`src/pkg/eia_pkg.sv`:
```
// Package for the emergency stop input assignment block
package eia_pkg;
  localparam int FUNC_W = 7;
  localparam int POL_W = 2;
  localparam int NUM_INPUTS = 5;
  localparam logic [FUNC_W-1:0] FUNC_FAULT_CLEAR = 7'h12;
  localparam logic [FUNC_W-1:0] FUNC_EMERGENCY_HALT = 7'h40;
  localparam logic [FUNC_W-1:0] FUNC_JOG = 7'h06;
  localparam logic [FUNC_W-1:0] FUNC_NONE = 7'h7F;
  localparam logic [POL_W-1:0] POL_NO = 2'h0;
  localparam logic [POL_W-1:0] POL_NC = 2'h1;
  localparam int IDX_ONE = 0;
  localparam int IDX_THREE = 2;

  // One user write request to one input slot
  typedef struct packed {
    logic valid;
    logic [2:0] index;
    logic [FUNC_W-1:0] func;
    logic [POL_W-1:0] pol;
  } eia_write_s;

  // Setting of one input slot
  typedef struct packed {
    logic [FUNC_W-1:0] func;
    logic [POL_W-1:0] pol;
  } eia_slot_s;

  typedef enum logic [1:0] {EIA_OFF, EIA_ON, EIA_RELEASED} eia_mode_e;
endpackage : eia_pkg

```
`src/hdl/eia_trip.sv`:
```
// Emergency trip latch driven by the halt and fault-clear inputs
`timescale 1ns/1ns
module eia_trip (
  input wire logic clk,
  input wire logic sys_rst,
  input wire logic clk_en,
  input wire logic armed,
  input wire logic halt_contact,
  input wire logic clear_contact,
  input wire logic panel_clear,
  output logic trip,
  output logic switching_enable
);
  logic trip_reg;
  logic trip_next;

  // Missing halt contact trips; only the input one clear releases
  always_comb begin
    trip_next = trip_reg;
    if (armed && !halt_contact) begin
      trip_next = 1'b1;
    end else if (clear_contact) begin
      trip_next = 1'b0;
    end
  end

  always_ff @(posedge clk) begin
    if (sys_rst) begin
      trip_reg <= 1'b0;
    end else if (clk_en) begin
      trip_reg <= trip_next;
    end
  end

  // Gating is combinational so the output stops in the same cycle
  assign trip = trip_reg;
  assign switching_enable = !(trip_reg || (armed && !halt_contact));

  a_panel_no_clear: assert property (@(posedge clk) disable iff (sys_rst)
    (clk_en && trip_reg && !clear_contact && panel_clear && !(armed && !halt_contact)) |=> trip_reg)
    else $error("panel cleared trip");
  a_halt_trips: assert property (@(posedge clk) disable iff (sys_rst)
    (clk_en && armed && !halt_contact) |=> trip_reg)
    else $error("halt missed");
  c_trip_clear: cover property (@(posedge clk) disable iff (sys_rst) trip_reg ##1 !trip_reg);
endmodule : eia_trip

```
`src/hdl/eia_assign.sv`:
```
// Input function assignment governed by the emergency stop enable switch
`timescale 1ns/1ns
module eia_assign #(
  parameter int NUM = eia_pkg::NUM_INPUTS
) (
  input wire logic clk,
  input wire logic sys_rst,
  input wire logic clk_en,
  input wire logic estop_enable_switch,
  input wire eia_pkg::eia_write_s panel_write,
  input wire eia_pkg::eia_write_s copy_write,
  input wire logic [NUM-1:0] contact_in,
  input wire logic panel_clear,
  output eia_pkg::eia_slot_s [NUM-1:0] slots,
  output logic write_reject,
  output logic copy_error,
  output logic emergency_trip_state,
  output logic switching_enable
);
  // Slot index is three bits wide and slots one and three must exist
  if (NUM < 3 || NUM > 8) begin : g_num_check
    $error("NUM must be 3..8");
  end

  eia_pkg::eia_slot_s [NUM-1:0] slot_reg;
  eia_pkg::eia_slot_s [NUM-1:0] slot_next;
  eia_pkg::eia_mode_e mode_reg;
  eia_pkg::eia_mode_e mode_next;
  logic sw_reg;
  logic reject_reg;
  logic reject_next;
  logic cerr_reg;
  logic cerr_next;
  logic [NUM-1:0] active;
  logic halt_contact;
  logic clear_contact;

  // Locked slot check shared by panel and copy paths
  function automatic logic locked(input logic [2:0] idx, input logic on);
    locked = on && (idx == 3'(eia_pkg::IDX_ONE) || idx == 3'(eia_pkg::IDX_THREE));
  endfunction : locked

  // Apply polarity implied by a function code
  function automatic eia_pkg::eia_slot_s fix_pol(input eia_pkg::eia_slot_s s, input logic is_three);
    fix_pol = s;
    if (s.func == eia_pkg::FUNC_FAULT_CLEAR) fix_pol.pol = eia_pkg::POL_NO;
    if (is_three && s.func == eia_pkg::FUNC_EMERGENCY_HALT) fix_pol.pol = eia_pkg::POL_NC;
  endfunction : fix_pol

  // Mode tracking and slot update
  always_comb begin
    slot_next = slot_reg;
    mode_next = mode_reg;
    reject_next = 1'b0;
    cerr_next = 1'b0;
    case (mode_reg)
      eia_pkg::EIA_OFF, eia_pkg::EIA_RELEASED: begin
        if (estop_enable_switch && !sw_reg) begin
          mode_next = eia_pkg::EIA_ON;
          for (int i = 0; i < NUM; i++) begin
            if (i != eia_pkg::IDX_ONE && i != eia_pkg::IDX_THREE &&
                slot_reg[i].func == eia_pkg::FUNC_FAULT_CLEAR) begin
              slot_next[i].func = eia_pkg::FUNC_NONE;
            end
          end
          slot_next[eia_pkg::IDX_ONE].func = eia_pkg::FUNC_FAULT_CLEAR;
          slot_next[eia_pkg::IDX_THREE].func = eia_pkg::FUNC_EMERGENCY_HALT;
        end
      end
      eia_pkg::EIA_ON: begin
        if (!estop_enable_switch) begin
          mode_next = eia_pkg::EIA_RELEASED;
          // Input one and polarities kept; no restore of old settings
          slot_next[eia_pkg::IDX_THREE].func = eia_pkg::FUNC_NONE;
        end
      end
      default: mode_next = eia_pkg::EIA_OFF;
    endcase
    // User writes only while no switch transition is happening
    if (mode_next == mode_reg) begin
      if (panel_write.valid) begin
        if (locked(panel_write.index, mode_reg == eia_pkg::EIA_ON) ||
            (panel_write.index == 3'(eia_pkg::IDX_THREE) &&
             panel_write.func == eia_pkg::FUNC_EMERGENCY_HALT) ||
            int'(panel_write.index) >= NUM) begin
          reject_next = 1'b1;
        end else begin
          slot_next[panel_write.index].func = panel_write.func;
          slot_next[panel_write.index].pol = panel_write.pol;
        end
      end else if (copy_write.valid && int'(copy_write.index) < NUM) begin
        if (locked(copy_write.index, mode_reg == eia_pkg::EIA_ON)) begin
          cerr_next = 1'b1;
        end else begin
          slot_next[copy_write.index].func = copy_write.func;
          slot_next[copy_write.index].pol = copy_write.pol;
        end
      end
    end
    for (int i = 0; i < NUM; i++) begin
      slot_next[i] = fix_pol(slot_next[i], i == eia_pkg::IDX_THREE);
    end
  end

  // Reset loads the factory assignment
  always_ff @(posedge clk) begin
    if (sys_rst) begin
      for (int i = 0; i < NUM; i++) begin
        slot_reg[i] <= '{func: eia_pkg::FUNC_NONE, pol: eia_pkg::POL_NO};
      end
      slot_reg[eia_pkg::IDX_ONE] <= '{func: eia_pkg::FUNC_FAULT_CLEAR, pol: eia_pkg::POL_NO};
      slot_reg[eia_pkg::IDX_THREE] <= '{func: eia_pkg::FUNC_JOG, pol: eia_pkg::POL_NO};
      mode_reg <= eia_pkg::EIA_OFF;
      sw_reg <= 1'b0;
      reject_reg <= 1'b0;
      cerr_reg <= 1'b0;
    end else if (clk_en) begin
      slot_reg <= slot_next;
      mode_reg <= mode_next;
      sw_reg <= estop_enable_switch;
      reject_reg <= reject_next;
      cerr_reg <= cerr_next;
    end
  end

  // Contact levels after polarity; halt contact is taken raw, before polarity
  always_comb begin
    for (int i = 0; i < NUM; i++) begin
      active[i] = contact_in[i] ^ (slot_reg[i].pol == eia_pkg::POL_NC);
    end
    halt_contact = contact_in[eia_pkg::IDX_THREE];
    clear_contact = active[eia_pkg::IDX_ONE] && slot_reg[eia_pkg::IDX_ONE].func == eia_pkg::FUNC_FAULT_CLEAR;
  end

  eia_trip u_trip (
    .clk(clk),
    .sys_rst(sys_rst),
    .clk_en(clk_en),
    .armed(mode_reg == eia_pkg::EIA_ON),
    .halt_contact(halt_contact),
    .clear_contact(clear_contact),
    .panel_clear(panel_clear),
    .trip(emergency_trip_state),
    .switching_enable(switching_enable)
  );

  assign slots = slot_reg;
  assign write_reject = reject_reg;
  assign copy_error = cerr_reg;

  a_on_assigns: assert property (@(posedge clk) disable iff (sys_rst)
    (clk_en && estop_enable_switch && !sw_reg && mode_reg != eia_pkg::EIA_ON) |=>
    (slot_reg[eia_pkg::IDX_ONE].func == eia_pkg::FUNC_FAULT_CLEAR &&
     slot_reg[eia_pkg::IDX_THREE].func == eia_pkg::FUNC_EMERGENCY_HALT))
    else $error("switch on assignment missing");
  a_clear_pol_no: assert property (@(posedge clk) disable iff (sys_rst)
    slot_reg[eia_pkg::IDX_ONE].func == eia_pkg::FUNC_FAULT_CLEAR |->
    slot_reg[eia_pkg::IDX_ONE].pol == eia_pkg::POL_NO)
    else $error("fault clear polarity wrong");
  a_halt_pol_nc: assert property (@(posedge clk) disable iff (sys_rst)
    slot_reg[eia_pkg::IDX_THREE].func == eia_pkg::FUNC_EMERGENCY_HALT |->
    slot_reg[eia_pkg::IDX_THREE].pol == eia_pkg::POL_NC)
    else $error("halt polarity wrong");
  a_dup_cleared: assert property (@(posedge clk) disable iff (sys_rst)
    (clk_en && estop_enable_switch && !sw_reg && mode_reg != eia_pkg::EIA_ON &&
     slot_reg[1].func == eia_pkg::FUNC_FAULT_CLEAR) |=> slot_reg[1].func == eia_pkg::FUNC_NONE)
    else $error("duplicate fault clear kept");
  a_off_release: assert property (@(posedge clk) disable iff (sys_rst)
    (clk_en && mode_reg == eia_pkg::EIA_ON && !estop_enable_switch) |=>
    (slot_reg[eia_pkg::IDX_THREE].func == eia_pkg::FUNC_NONE &&
     slot_reg[eia_pkg::IDX_THREE].pol == eia_pkg::POL_NC &&
     slot_reg[eia_pkg::IDX_ONE].func == eia_pkg::FUNC_FAULT_CLEAR))
    else $error("switch off release wrong");
  a_panel_halt_rej: assert property (@(posedge clk) disable iff (sys_rst)
    (clk_en && panel_write.valid && panel_write.index == 3'(eia_pkg::IDX_THREE) &&
     panel_write.func == eia_pkg::FUNC_EMERGENCY_HALT && mode_reg != eia_pkg::EIA_ON &&
     !(estop_enable_switch && !sw_reg)) |=>
    slot_reg[eia_pkg::IDX_THREE].func != eia_pkg::FUNC_EMERGENCY_HALT)
    else $error("panel halt accepted");
  a_lock_hold: assert property (@(posedge clk) disable iff (sys_rst)
    (clk_en && mode_reg == eia_pkg::EIA_ON && estop_enable_switch) |=>
    $stable(slot_reg[eia_pkg::IDX_ONE]) && $stable(slot_reg[eia_pkg::IDX_THREE]))
    else $error("locked slot changed");
  a_copy_skip: assert property (@(posedge clk) disable iff (sys_rst)
    (clk_en && mode_reg == eia_pkg::EIA_ON && estop_enable_switch && !panel_write.valid &&
     copy_write.valid && locked(copy_write.index, 1'b1)) |=> copy_error)
    else $error("copy skip not flagged");
  c_switch_on: cover property (@(posedge clk) mode_reg == eia_pkg::EIA_ON);
  c_released: cover property (@(posedge clk) mode_reg == eia_pkg::EIA_RELEASED);
  c_rejected: cover property (@(posedge clk) write_reject);
  c_copy_err: cover property (@(posedge clk) copy_error);
endmodule : eia_assign

```
`config.mk`:
```
export PLATFORM = sky130hd
export DESIGN_NAME = eia_assign
export DESIGN_NICKNAME = d
export VERILOG_FILES = /design/src/pkg/eia_pkg.sv /design/src/hdl/eia_trip.sv /design/src/hdl/eia_assign.sv
export SDC_FILE = /design/constraint.sdc
export NUM_CORES = 1
export LEC_CHECK = 0
export BUFFER_PORTS_ARGS = -buffer_cell sky130_fd_sc_hd__buf_2
export CORE_MARGIN = 5
export CORE_UTILIZATION = 45
export DETAILED_ROUTE_END_ITERATION = 8
export GPL_ROUTABILITY_DRIVEN = 1
export PLACE_DENSITY = 0.79
export SLEW_MARGIN = 40
export SYNTH_ARGS = -nofsm -noshare
export SYNTH_HDL_FRONTEND = slang
export SYNTH_SLANG_ARGS = --single-unit
```
`constraint.sdc`:
```
create_clock -name clk -period 8.4 [get_ports clk]
set_input_delay 1.68 -clock clk [delete_from_list [all_inputs] [get_ports clk]]
set_output_delay 1.68 -clock clk [all_outputs]
set_load 0.02 [all_outputs]
```
==> results of run 1 <==
## cells in the mapped netlist (5+ instances only)
cell type,n
inv_1,9
a21oi_1,28
nor3_1,21
nand3_1,10
and2_1,5
and3_1,7
nor2_1,71
a211o_1,6
or4_1,5
clkbuf_1,26
nand2b_1,7
a221o_1,6
a22oi_1,20
dfxtp_1,51
a31oi_1,6
nand2_1,31
o21ai_0,22
a211oi_1,6
o22ai_1,9
o2bb2ai_1,6
o21bai_1,6
or2_2,12
a32oi_1,7
nor4bb_1,5
## worst min-delay path, cell delays in order, from the launching register on
cell and delay, ns:
dfxtp_1 0.32, nand2_1 0.06, a21oi_1 0.05
## area by class of cell
type / count / area [um^2]
inverters: 10 / 37.5
multi-input cells: 376 / 2390
fillers: 752 / 3550
flip-flops and latches: 51 / 1020
repair buffers: 84 / 430
clock inverters: 3 / 20.0
well taps: 102 / 128
clock buffers: 5 / 68.8
## cell families after synthesis
logic type	count (synthesis)	synth area share
buffers and inverters	41	0.0453
DFF	51	0.291
xor gates and xnor gates	1	0.00250
and+or+nand+nor	211	0.319
AOI/OAI and AO/OA	162	0.336
muxes	2	0.00606
## power by group through the flow
stage / sequential (mW) / clock [mW] / combinational (mW)
6_report: 0.259 / 0.144 / 0.141
5_1_grt: 0.261 / 0.159 / 0.151
4_1_cts: 0.259 / 0.149 / 0.136
3_5_place_dp: 0.264 / 0 / 0.136
3_3_place_gp: 0.264 / 0 / 0.132
2_1_floorplan: 0.271 / 0 / 0.0811
## routing by layer
| layer | global-route usage | vias to the layer above | part of all wire |
|---|---|---|---|
| li1 | - | 1905 | - |
| met1 | 0.313 | 1890 | 0.40 |
| met2 | 0.364 | 272 | 0.44 |
| met3 | 0.0586 | 42 | 0.12 |
| met4 | 0.0914 | 0 | 0.030 |
| met5 | 0 | - | 0 |
## worst paths after layout
path              startpoint          to  slack (ns)  cells after the start
max reg2reg      mode_reg[0]    slots[0]        5.18                      8
max          panel_write[12]   slots[18]        3.61                      9
min               copy_error  copy_error        0.47                      2
min reg2reg       copy_error  copy_error        0.47                      2
## through the flow
step	setup WS, ns	std cells	total power, mW	area [um^2]	util
2_1_floorplan	4.15	468	0.353	3510	-
6_report	3.61	631	0.544	4090	0.535
3_5_place_dp	3.40	623	0.400	3980	0.520
4_1_cts	3.71	631	0.544	4060	0.531
3_3_place_gp	3.53	623	0.396	3950	0.517
5_1_grt	3.40	631	0.571	4090	0.535
==> reports/metrics.csv, run 1 <==
stage;metric;value;unit
grt;grt_pass1_vias;3857;
die;initial_utilization;0.459;
power_and_ir_drop;pwr_density_cell;133;mW/mm^2
die;core_area;0.00765;mm^2
synthesis;syn_area;0.00351;mm^2
placed_design;gp_congestion;0.974;
grt;track_usage;0.235;
worst_setup_path;cpPeakStageDelay;0.83;ns
clock_network;postCtsSetupRepairBufs;0;
grt;antenna_found_initial;0;
final_layout;largest_reg_flops;45;
worst_setup_path;critPathBufInv;2;
final_layout;drive_above_1_share;0.236;
synthesis;yosysSeqAreaShare;0.291;
die;num_io_pins;85;
sta;drv_slew;0;
worst_setup_path;slowest_stage;nor4b_2;
power_and_ir_drop;p_seq_frac;0.476;
synthesis;synth_edf_count;0;
power_and_ir_drop;switching_share;0.343;
worst_setup_path;start_kind;input port;
worst_setup_path;cp-end-kind;flop;
sta;finClkSkew;0.00584;ns
die;die-area;0.00966;mm^2
clock_network;cts_tree;yes;
sta;max_freq;0.209;GHz
routing;dr.pass1.iters;7;
clock_network;hold_buffers;0;
final_layout;mostFrequentLayoutCells;buf_2, nor2_1, dfxtp_1;
power_and_ir_drop;power_leakage;1.60;nW
clock_network;cts_htree_levels;2;
routing;wl;11900;um
routing;ant_nets;0;
clock_network;clockBufferDepth;2;
worst_setup_path;critPathArrivalTime;4.99;ns
power_and_ir_drop;vdd_drop_max;0.0675;mV
grt;grt_pass1_wl;18900;um
placed_design;post-dp-hpwl;8410;um
sta;holdWs;0.472;ns
sta;tns;0;ns
sta;hold_viol_final;0;
synthesis;synth_top_cell_area_share;0.291;
synthesis;syn_avg_cell_area;7.50;um^2
die;fp-row-count;32;
grt;grt_max_degree;54;
sta;fin_crit_sh;0.570;
power_and_ir_drop;intPower;0.357;mW
power_and_ir_drop;p_comb_frac;0.259;
synthesis;synthTopCellsByArea;dfxtp_1, nor2_1, a22oi_1;
synthesis;yosysTopAreaCell;dfxtp_1;
die;die_h;98.3;um
routing;wl_per_cell;18.8;um
synthesis;synth-main-ff-cell;dfxtp_1;
run_status;run_status;finished clean;
worst_setup_path;crit_family;simple AND/OR/NAND/NOR gates;
die;die_w;98.3;um
placed_design;portBuffers;80;
clock_network;cts-resized-gates;0;
sta;worst-slew-pin-transition;0.775;ns
worst_setup_path;crit_chain;buf_2 -> clkinv_1 -> nor4b_2 -> a21oi_1 -> a222oi_1 -> and3b_1 -> o211a_1 -> a21oi_2 -> mux2_1;
final_layout;antenna_cells;0;
routing;drtIter0Drc;532;
sta;maxSlewHeadroom;0.482;
power_and_ir_drop;pwr-share-clk;0.265;
sta;period_minus_slack;4.79;ns
clock_network;clk_latency;0.31;ns
synthesis;synth_seq_cells;51;
sta;finalSetupViolCount;0;
worst_setup_path;worstPathRequired;8.60;ns
synthesis;synth_nets;504;
worst_setup_path;worstSetupPathType;input port to flop;
final_layout;areaGrowthSynthToFinish;16.7;%
clock_network;cts.sinks;51;
worst_setup_path;worstPathMaxFanout;21;
routing;vias_per_cell;6.51;
synthesis;yosys_warnings;0;
run;maxCapViolCount;0;
worst_hold_path;min_path_type;flop to flop;
grt;grt_overflow;0;
routing;vias;4109;
power_and_ir_drop;p_sw;0.187;mW
synthesis;postSynthCellCount;468;
clock_network;cts_buffers;5;
final_layout;nNetsFinal;564;
clock_network;clk_pin_slew;0.09;ns
sta;rsz0062_at_grt;false;
synthesis;postSynth.asyncResetShare;0;
synthesis;ys_types;67;
routing;route.detailed.drc;0;
final_layout;layout_commonest_cell;buf_2;
clock_network;root_buffer;clkbuf_8;
(Power assumes the default switching activity.)
==> inputs of run 2 (changes only) <==
--- a/config.mk
+++ b/config.mk
@@ -5,12 +5,13 @@
 export SDC_FILE = /design/constraint.sdc
 export NUM_CORES = 1
 export LEC_CHECK = 0
+export ABC_AREA = 1
 export BUFFER_PORTS_ARGS = -buffer_cell sky130_fd_sc_hd__buf_2
 export CORE_MARGIN = 5
 export CORE_UTILIZATION = 45
 export DETAILED_ROUTE_END_ITERATION = 8
 export GPL_ROUTABILITY_DRIVEN = 1
-export PLACE_DENSITY = 0.79
+export PLACE_DENSITY = 0.78
 export SLEW_MARGIN = 40
 export SYNTH_ARGS = -nofsm -noshare
 export SYNTH_HDL_FRONTEND = slang
==> constraint.sdc (replaced) <==
create_clock -name clk -period 4.55 [get_ports clk]
set_input_delay 0.91 -clock clk [delete_from_list [all_inputs] [get_ports clk]]
set_output_delay 0.91 -clock clk [all_outputs]
set_load 0.02 [all_outputs]
==> run 2 against run 1 <==
Net effect: critical path depth rose by 8; combinational power rose to 2.7 times the previous value; synthesized area rose by 14%; utilization fell by 1.3 points; design area rose by 11%; sequential power rose by 92%; via count rose by 12%; synthesized cell count rose by 42%; register-to-register slack got worse by 3.0 ns; die area rose by 12%; routed wire length rose by 9.0%; critical path type unchanged; largest cell class unchanged.
==> reports/metrics.csv, run 2 <==
stage;metric;value;unit;change
run_status;run_status;finished clean;;unchanged
synthesis;yosys_warnings;0;;unchanged
power_and_ir_drop;switching_share;0.386;;was 0.343
final_layout;mostFrequentLayoutCells;nand2_1, buf_2, inv_1;;was buf_2, nor2_1, dfxtp_1
worst_setup_path;worstPathRequired;4.80;ns;was 8.60 ns
grt;track_usage;0.228;;was 0.235
worst_hold_path;worstHoldStart;sw_reg;;was copy_error
grt;grt_pass1_vias;4198;;was 3857
worst_setup_path;crit_start;estop_enable_switch;;was panel_write[12]
worst_setup_path;worstSetupPathType;input port to flop;;unchanged
synthesis;ys_types;38;;was 67
sta;fin_crit_sh;0.599;;
synthesis;synth_seq_cells;51;;unchanged
clock_network;root_buffer;clkbuf_8;;unchanged
placed_design;placed_cells;834;;was 623
sta;tns;0;ns;unchanged
routing;vias;4620;;was 4109
routing;wl_per_cell;15.4;um;was 18.8 um
final_layout;layout_commonest_cell;nand2_1;;was buf_2
worst_setup_path;worstPathMaxFanout;13;;was 21
routing;route.detailed.drc;0;;unchanged
routing;wl;13000;um;was 11900 um
placed_design;gp_congestion;0.966;;was 0.974
power_and_ir_drop;power_leakage;2.30;nW;was 1.60 nW
clock_network;cts_htree_levels;2;;unchanged
synthesis;syn_avg_cell_area;6.01;um^2;was 7.50 um^2
synthesis;postSynthCellCount;664;;was 468
worst_setup_path;start_kind;input port;;unchanged
worst_setup_path;cpMostUsedCell;nand2_1;;
grt;grt_pass1_wl;20500;um;was 18900 um
synthesis;synthMostInstantiatedCell;nand2_1;;was nor2_1
die;core_area;0.00868;mm^2;was 0.00765 mm^2
clock_network;cts-resized-gates;0;;unchanged
clock_network;clk_latency;0.31;ns;about the same
routing;drtIter0Drc;447;;was 532
power_and_ir_drop;p_sw;0.450;mW;was 0.187 mW
worst_setup_path;regToRegStartpoint;mode_reg[0];;unchanged
power_and_ir_drop;p_comb_frac;0.327;;was 0.259
final_layout;nNetsFinal;769;;was 564
worst_hold_path;min_path_type;flop to flop;;unchanged
power_and_ir_drop;pwr_density_cell;257;mW/mm^2;was 133 mW/mm^2
synthesis;yosysTopAreaCell;dfxtp_1;;unchanged
clock_network;cts.sinks;51;;unchanged
clock_network;hold_buffers;0;;unchanged
final_layout;antenna_cells;0;;unchanged
worst_setup_path;crit_chain;buf_2 -> nand2_1 -> nor2_2 -> inv_2 -> a21oi_1 -> inv_1 -> nand2_1 -> nand2_1 -> nor2_1 -> nand2_1 -> nor2_2 -> nand2_1 -> nand3_2 -> nand2_1 -> nand2_1 -> nand2_1 -> nor2_1;;was buf_2 -> clkinv_1 -> nor4b_2 -> a21oi_1 -> a222oi_1 -> and3b_1 -> o211a_1 -> a21oi_2 -> mux2_1
synthesis;postSynth.asyncResetShare;0;;unchanged
worst_setup_path;cp-end-kind;flop;;unchanged
routing;vias_per_cell;5.49;;was 6.51
placed_design;pre_cts_ws;1.53;ns;was 3.40 ns
sta;drv_slew;0;;unchanged
clock_network;clockBufferDepth;2;;unchanged
power_and_ir_drop;pwr-share-clk;0.246;;was 0.265
synthesis;synth_edf_count;0;;unchanged
clock_network;clk_pin_slew;0.10;ns;was 0.09 ns
sta;rsz0062_at_grt;false;;unchanged
synthesis;syn_area;0.00399;mm^2;was 0.00351 mm^2
worst_hold_path;hold_depth;2;;unchanged
sta;maxSlewHeadroom;0.572;;was 0.482
placed_design;post-dp-hpwl;9820;um;was 8410 um
run;maxCapViolCount;0;;unchanged
clock_network;postCtsSetupRepairBufs;0;;unchanged
worst_setup_path;slowest_stage;nor2_2;;was nor4b_2
routing;ant_nets;0;;unchanged
sta;finClkSkew;0.00913;ns;was 0.00584 ns
power_and_ir_drop;vdd_drop_max;0.127;mV;was 0.0675 mV
die;num_io_pins;85;;unchanged
synthesis;synth_nets;700;;was 504
synthesis;synth_top_cell_area_share;0.256;;was 0.291
grt;grt_max_degree;57;;was 54
synthesis;synthTopCellsByArea;dfxtp_1, nand2_1, a21oi_1;;was dfxtp_1, nor2_1, a22oi_1
power_and_ir_drop;p_seq_frac;0.428;;was 0.476
synthesis;synth-main-ff-cell;dfxtp_1;;unchanged
power_and_ir_drop;intPower;0.714;mW;was 0.357 mW
worst_setup_path;cpPeakStageDelay;0.37;ns;was 0.83 ns
synthesis;yosysSeqAreaShare;0.256;;was 0.291
sta;worst-slew-pin-transition;0.641;ns;was 0.775 ns
synthesis;synth_common_cells;nand2_1, inv_1, nor2_1;;was nor2_1, dfxtp_1, nand2_1
grt;antenna_found_initial;0;;unchanged
grt;grt_overflow;0;;unchanged
clock_network;cts_buffers;5;;unchanged
die;die_h;104;um;was 98.3 um
worst_setup_path;critPathArrivalTime;2.98;ns;was 4.99 ns
final_layout;areaGrowthSynthToFinish;13.6;%;was 16.7%
sta;max_freq;0.367;GHz;
sta;finalSetupViolCount;0;;unchanged
die;die-area;0.0108;mm^2;was 0.00966 mm^2
sta;setup_slack;1.83;ns;was 3.61 ns
clock_network;cts_tree;yes;;unchanged
sta;hold_viol_final;0;;unchanged
die;fp-row-count;34;;was 32
final_layout;stdcell_count;842;;was 631
worst_setup_path;r2r_cells;15;;was 8
placed_design;portBuffers;80;;unchanged
die;initial_utilization;0.459;;about the same
routing;dr.pass1.iters;5;;was 7
die;die_w;104;um;was 98.3 um
final_layout;largest_reg_flops;45;;unchanged
sta;period_minus_slack;2.72;ns;
final_layout;drive_above_1_share;0.200;;was 0.236
-- run 2: changes by cell type in the layout (fill, tap and decap cells not counted), sizes merged, moves of 12 or more --
cell / change
a21oi: +42
nand4: +12
nand2: +143
a22oi: -20
nand3: +37
o21ai: +51
inv: +84
-- run 2: cell type report --
type | instances | area, um^2
tap | 108 | 135
multi-input combinational | 499 | 2500
clock inverter | 1 | 8.76
inverter | 93 | 359
sequential | 51 | 1020
timing repair buffer | 83 | 423
clock buffer | 7 | 86.3
fill | 928 | 4150
-- run 2: critical path: cells and delay by family --
| family | cells | cell delay, ns |
|---|---|---|
| AO/OA/AOI/OAI | 1 | 0.21 |
| buffers and inverters | 3 | 0.40 |
| AND/OR/NAND/NOR | 13 | 1.43 |
-- run 2: metrics by stage --
step | hold WS [ns] | utilization | power [mW] | cell area [um^2]
after floorplan | 0.433 | - | 0.772 | 3990
after global placement | 0.448 | 0.511 | 0.873 | 4440
after detailed placement | 0.451 | 0.511 | 0.881 | 4440
after CTS | 0.465 | 0.522 | 1.16 | 4530
after global routing | 0.477 | 0.522 | 1.24 | 4530
final | 0.461 | 0.522 | 1.16 | 4530
-- run 2: kinds of logic (layout without fill, tap and decap cells) --
logic type      Yosys count  in the layout  synth area share
xor+xnor                  1              1           0.00220
flops                    51             51             0.256
simple gates            334            334             0.405
buf+inv                 114            184             0.118
compound gates          164            164             0.219
-- run 2: worst paths after layout --
| path | end | slack (ns) |
|---|---|---|
| worst min register to register | sw_reg | 0.46 |
| worst min-delay path | sw_reg | 0.46 |
| worst max register to register | slots[18] | 2.21 |
| worst max-delay path | slots[18] | 1.83 |
-- run 2: power by group through the flow --
stage	clock, mW	combinational (mW)	sequential (mW)
CTS	0.292	0.375	0.498
detailed placement	0	0.373	0.508
global route	0.314	0.419	0.502
finish	0.286	0.380	0.497
global placement	0	0.366	0.506
floorplan	0	0.235	0.537
-- run 2: routing by layer --
layer | track usage | share of wire
met3 | 0.0372 | 0.076
met1 | 0.307 | 0.44
met2 | 0.377 | 0.46
met4 | 0.0601 | 0.021
met5 | 0 | 0
==> inputs of run 3 (changes only) <==
--- a/config.mk
+++ b/config.mk
@@ -5,13 +5,13 @@
 export SDC_FILE = /design/constraint.sdc
 export NUM_CORES = 1
 export LEC_CHECK = 0
-export ABC_AREA = 1
+export ABC_AREA = 0
 export BUFFER_PORTS_ARGS = -buffer_cell sky130_fd_sc_hd__buf_2
 export CORE_MARGIN = 5
 export CORE_UTILIZATION = 45
 export DETAILED_ROUTE_END_ITERATION = 8
 export GPL_ROUTABILITY_DRIVEN = 1
-export PLACE_DENSITY = 0.78
+export PLACE_DENSITY = 0.79
 export SLEW_MARGIN = 40
 export SYNTH_ARGS = -nofsm -noshare
 export SYNTH_HDL_FRONTEND = slang
==> constraint.sdc (replaced) <==
create_clock -name clk -period 2.7 [get_ports clk]
set_input_delay 0.54 -clock clk [delete_from_list [all_inputs] [get_ports clk]]
set_output_delay 0.54 -clock clk [all_outputs]
set_load 0.02 [all_outputs]
==> run 3 against run 2 <==
Net effect: the flow now finishes with violations (negative setup slack); register-to-register slack got worse by 2.2 ns; clock power rose by 100%; sequential share of layout area down 0.66 points.
==> reports/metrics.csv, run 3 (synthesis gave the netlist of run 1 again) <==
stage;metric;value;unit;change
final_layout;nNetsFinal;633;;was 769
die;fp-row-count;32;;was 34
sta;finClkSkew;0.0135;ns;was 0.00913 ns
final_layout;postLayoutCoreUtil;0.610;;was 0.522
sta;holdWs;0.472;ns;was 0.461 ns
die;die_h;98.3;um;was 104 um
final_layout;antenna_cells;0;;unchanged
clock_network;clockBufferDepth;2;;unchanged
run_status;violations;negative setup slack;;
sta;fin_crit_sh;1.06;;
clock_network;cts_htree_levels;2;;unchanged
routing;vias;4448;;was 4620
clock_network;root_buffer;clkbuf_8;;unchanged
grt;track_usage;0.261;;was 0.228
die;core_area;0.00765;mm^2;was 0.00868 mm^2
sta;period_minus_slack;2.88;ns;
worst_setup_path;cp-end-kind;flop;;unchanged
run;maxCapViolCount;0;;unchanged
routing;vias_per_cell;6.35;;was 5.49
run_status;run_status;finished, violations left;;was finished clean
die;die-area;0.00966;mm^2;was 0.0108 mm^2
grt;grt_pass1_wl;20800;um;was 20500 um
routing;dr.pass1.iters;5;;unchanged
clock_network;hold_buffers;0;;unchanged
routing;ant_nets;0;;unchanged
worst_setup_path;start_kind;input port;;unchanged
final_layout;mostFrequentLayoutCells;buf_2, buf_4, nor2_1;;was nand2_1, buf_2, inv_1
placed_design;portBuffers;80;;unchanged
die;initial_utilization;0.459;;about the same
sta;max_freq;0.348;GHz;
clock_network;cts_buffers;5;;unchanged
worst_setup_path;critPathArrivalTime;3.09;ns;was 2.98 ns
sta;maxSlewHeadroom;0.484;;was 0.572
sta;setup_slack;-0.175;ns;was 1.83 ns
routing;wl_per_cell;18.8;um;was 15.4 um
final_layout;drive_above_1_share;0.336;;was 0.200
grt;grt_max_degree;53;;was 57
worst_setup_path;cpPeakStageDelay;0.53;ns;was 0.37 ns
clock_network;cts_tree;yes;;unchanged
clock_network;cts.sinks;51;;unchanged
final_layout;multi_input_area;0.00240;mm^2;was 0.00250 mm^2
final_layout;areaGrowthSynthToFinish;33.1;%;was 13.6%
power_and_ir_drop;power_leakage;1.97;nW;was 2.30 nW
sta;rsz0062_at_grt;true;;was false
worst_setup_path;worstSetupPathType;input port to flop;;unchanged
die;die_w;98.3;um;was 104 um
final_layout;seqCellArea;0.00102;mm^2;unchanged
placed_design;gp_congestion;0.969;;was 0.966
placed_design;post-dp-hpwl;9600;um;was 9820 um
clock_network;clk_pin_slew;0.11;ns;was 0.10 ns
final_layout;largest_reg_flops;45;;unchanged
clock_network;clk_latency;0.32;ns;was 0.31 ns
routing;route.detailed.drc;0;;unchanged
sta;finalSetupViolCount;2;;was 0
worst_setup_path;r2r_cells;10;;was 15
final_layout;nFillCells;715;;was 928
grt;grt_overflow;0;;unchanged
sta;hold_viol_final;0;;unchanged
grt;grt_pass1_vias;4268;;was 4198
worst_setup_path;slowest_stage;or4_4;;was nor2_2
worst_setup_path;crit_chain;buf_6 -> or4_4 -> or4b_4 -> o31a_1 -> a221oi_4 -> and3b_1 -> o211a_1 -> a21oi_2 -> mux2_4;;was buf_2 -> nand2_1 -> nor2_2 -> inv_2 -> a21oi_1 -> inv_1 -> nand2_1 -> nand2_1 -> nor2_1 -> nand2_1 -> nor2_2 -> nand2_1 -> nand3_2 -> nand2_1 -> nand2_1 -> nand2_1 -> nor2_1
power_and_ir_drop;vdd_drop_max;0.333;mV;was 0.127 mV
worst_setup_path;worstPathMaxFanout;3;;was 13
worst_hold_path;min_path_type;flop to flop;;unchanged
sta;worst-slew-pin-transition;0.773;ns;was 0.641 ns
power_and_ir_drop;pwr_density_cell;412;mW/mm^2;was 257 mW/mm^2
grt;antenna_found_initial;0;;unchanged
routing;drtIter0Drc;450;;was 447
worst_setup_path;worstPathRequired;2.92;ns;was 4.80 ns
final_layout;layout_commonest_cell;buf_2;;was nand2_1
sta;drv_slew;0;;unchanged
die;num_io_pins;85;;unchanged
routing;wl;13200;um;was 13000 um
worst_hold_path;hold_depth;2;;unchanged
-- run 3: through the flow --
stage	power, mW	setup WS, ns	TNS, ns	cell area [um^2]	instances
after global routing	1.99	-0.256	-0.407	4670	700
after floorplan	1.11	-0.392	-0.447	3550	468
after global placement	1.32	-0.548	-2.09	4480	689
after CTS	1.90	-0.228	-0.228	4630	698
final	1.92	-0.175	-0.228	4670	700
after detailed placement	1.33	-0.572	-2.20	4480	689
-- run 3: final timing paths --
| check | startpoint | to | slack (ns) |
|---|---|---|---|
| worst max register to register | mode_reg[0] | slots[18] | 0.03 |
| worst min-delay path | copy_error | copy_error | 0.47 |
| worst min register to register | copy_error | copy_error | 0.47 |
| worst max-delay path | panel_write[7] | slots[18] | -0.18 |
-- run 3: cell type report --
| class | instances | area share |
|---|---|---|
| Clock buffer | 6 | 0.0177 |
| Clock inverter | 2 | 0.00750 |
| Inverter | 10 | 0.00804 |
| Multi-Input combinational cell | 376 | 0.515 |
| Sequential cell | 51 | 0.219 |
| Tap cell | 102 | 0.0273 |
| Timing Repair Buffer | 153 | 0.206 |
-- run 3: power breakdown --
group | total, mW | switching (mW) | leakage (nW) | internal (mW)
logic | 0.540 | 0.314 | 1.49 | 0.226
registers | 0.804 | 0.0256 | 0.416 | 0.778
clock network | 0.580 | 0.279 | 0.0612 | 0.301
total | 1.92 | 0.619 | 1.97 | 1.30
-- run 3: critical path, delay by kind of cell --
kind                   cells  cell delay (ns)
AOI/OAI and AO/OA          4             0.91
buffers and inverters      1             0.09
muxes                      1             0.31
and+or+nand+nor            3             1.24
-- run 3: repair_timing --
action | CTS | global route
pin swaps | 5 | 2
setup buffers | 1 | 2
resized for setup | 5 | 7
setup endpoints to repair | 2 | 9
hold endpoints to repair | 0 | 0
-- run 3: metal layers --
layer / vias up / GRT usage / part of all wire
met3: 65 / 0.0521 / 0.11
met2: 272 / 0.417 / 0.44
li1: 2041 / - / -
met1: 2070 / 0.344 / 0.40
met5: - / 0 / 0
met4: 0 / 0.109 / 0.044
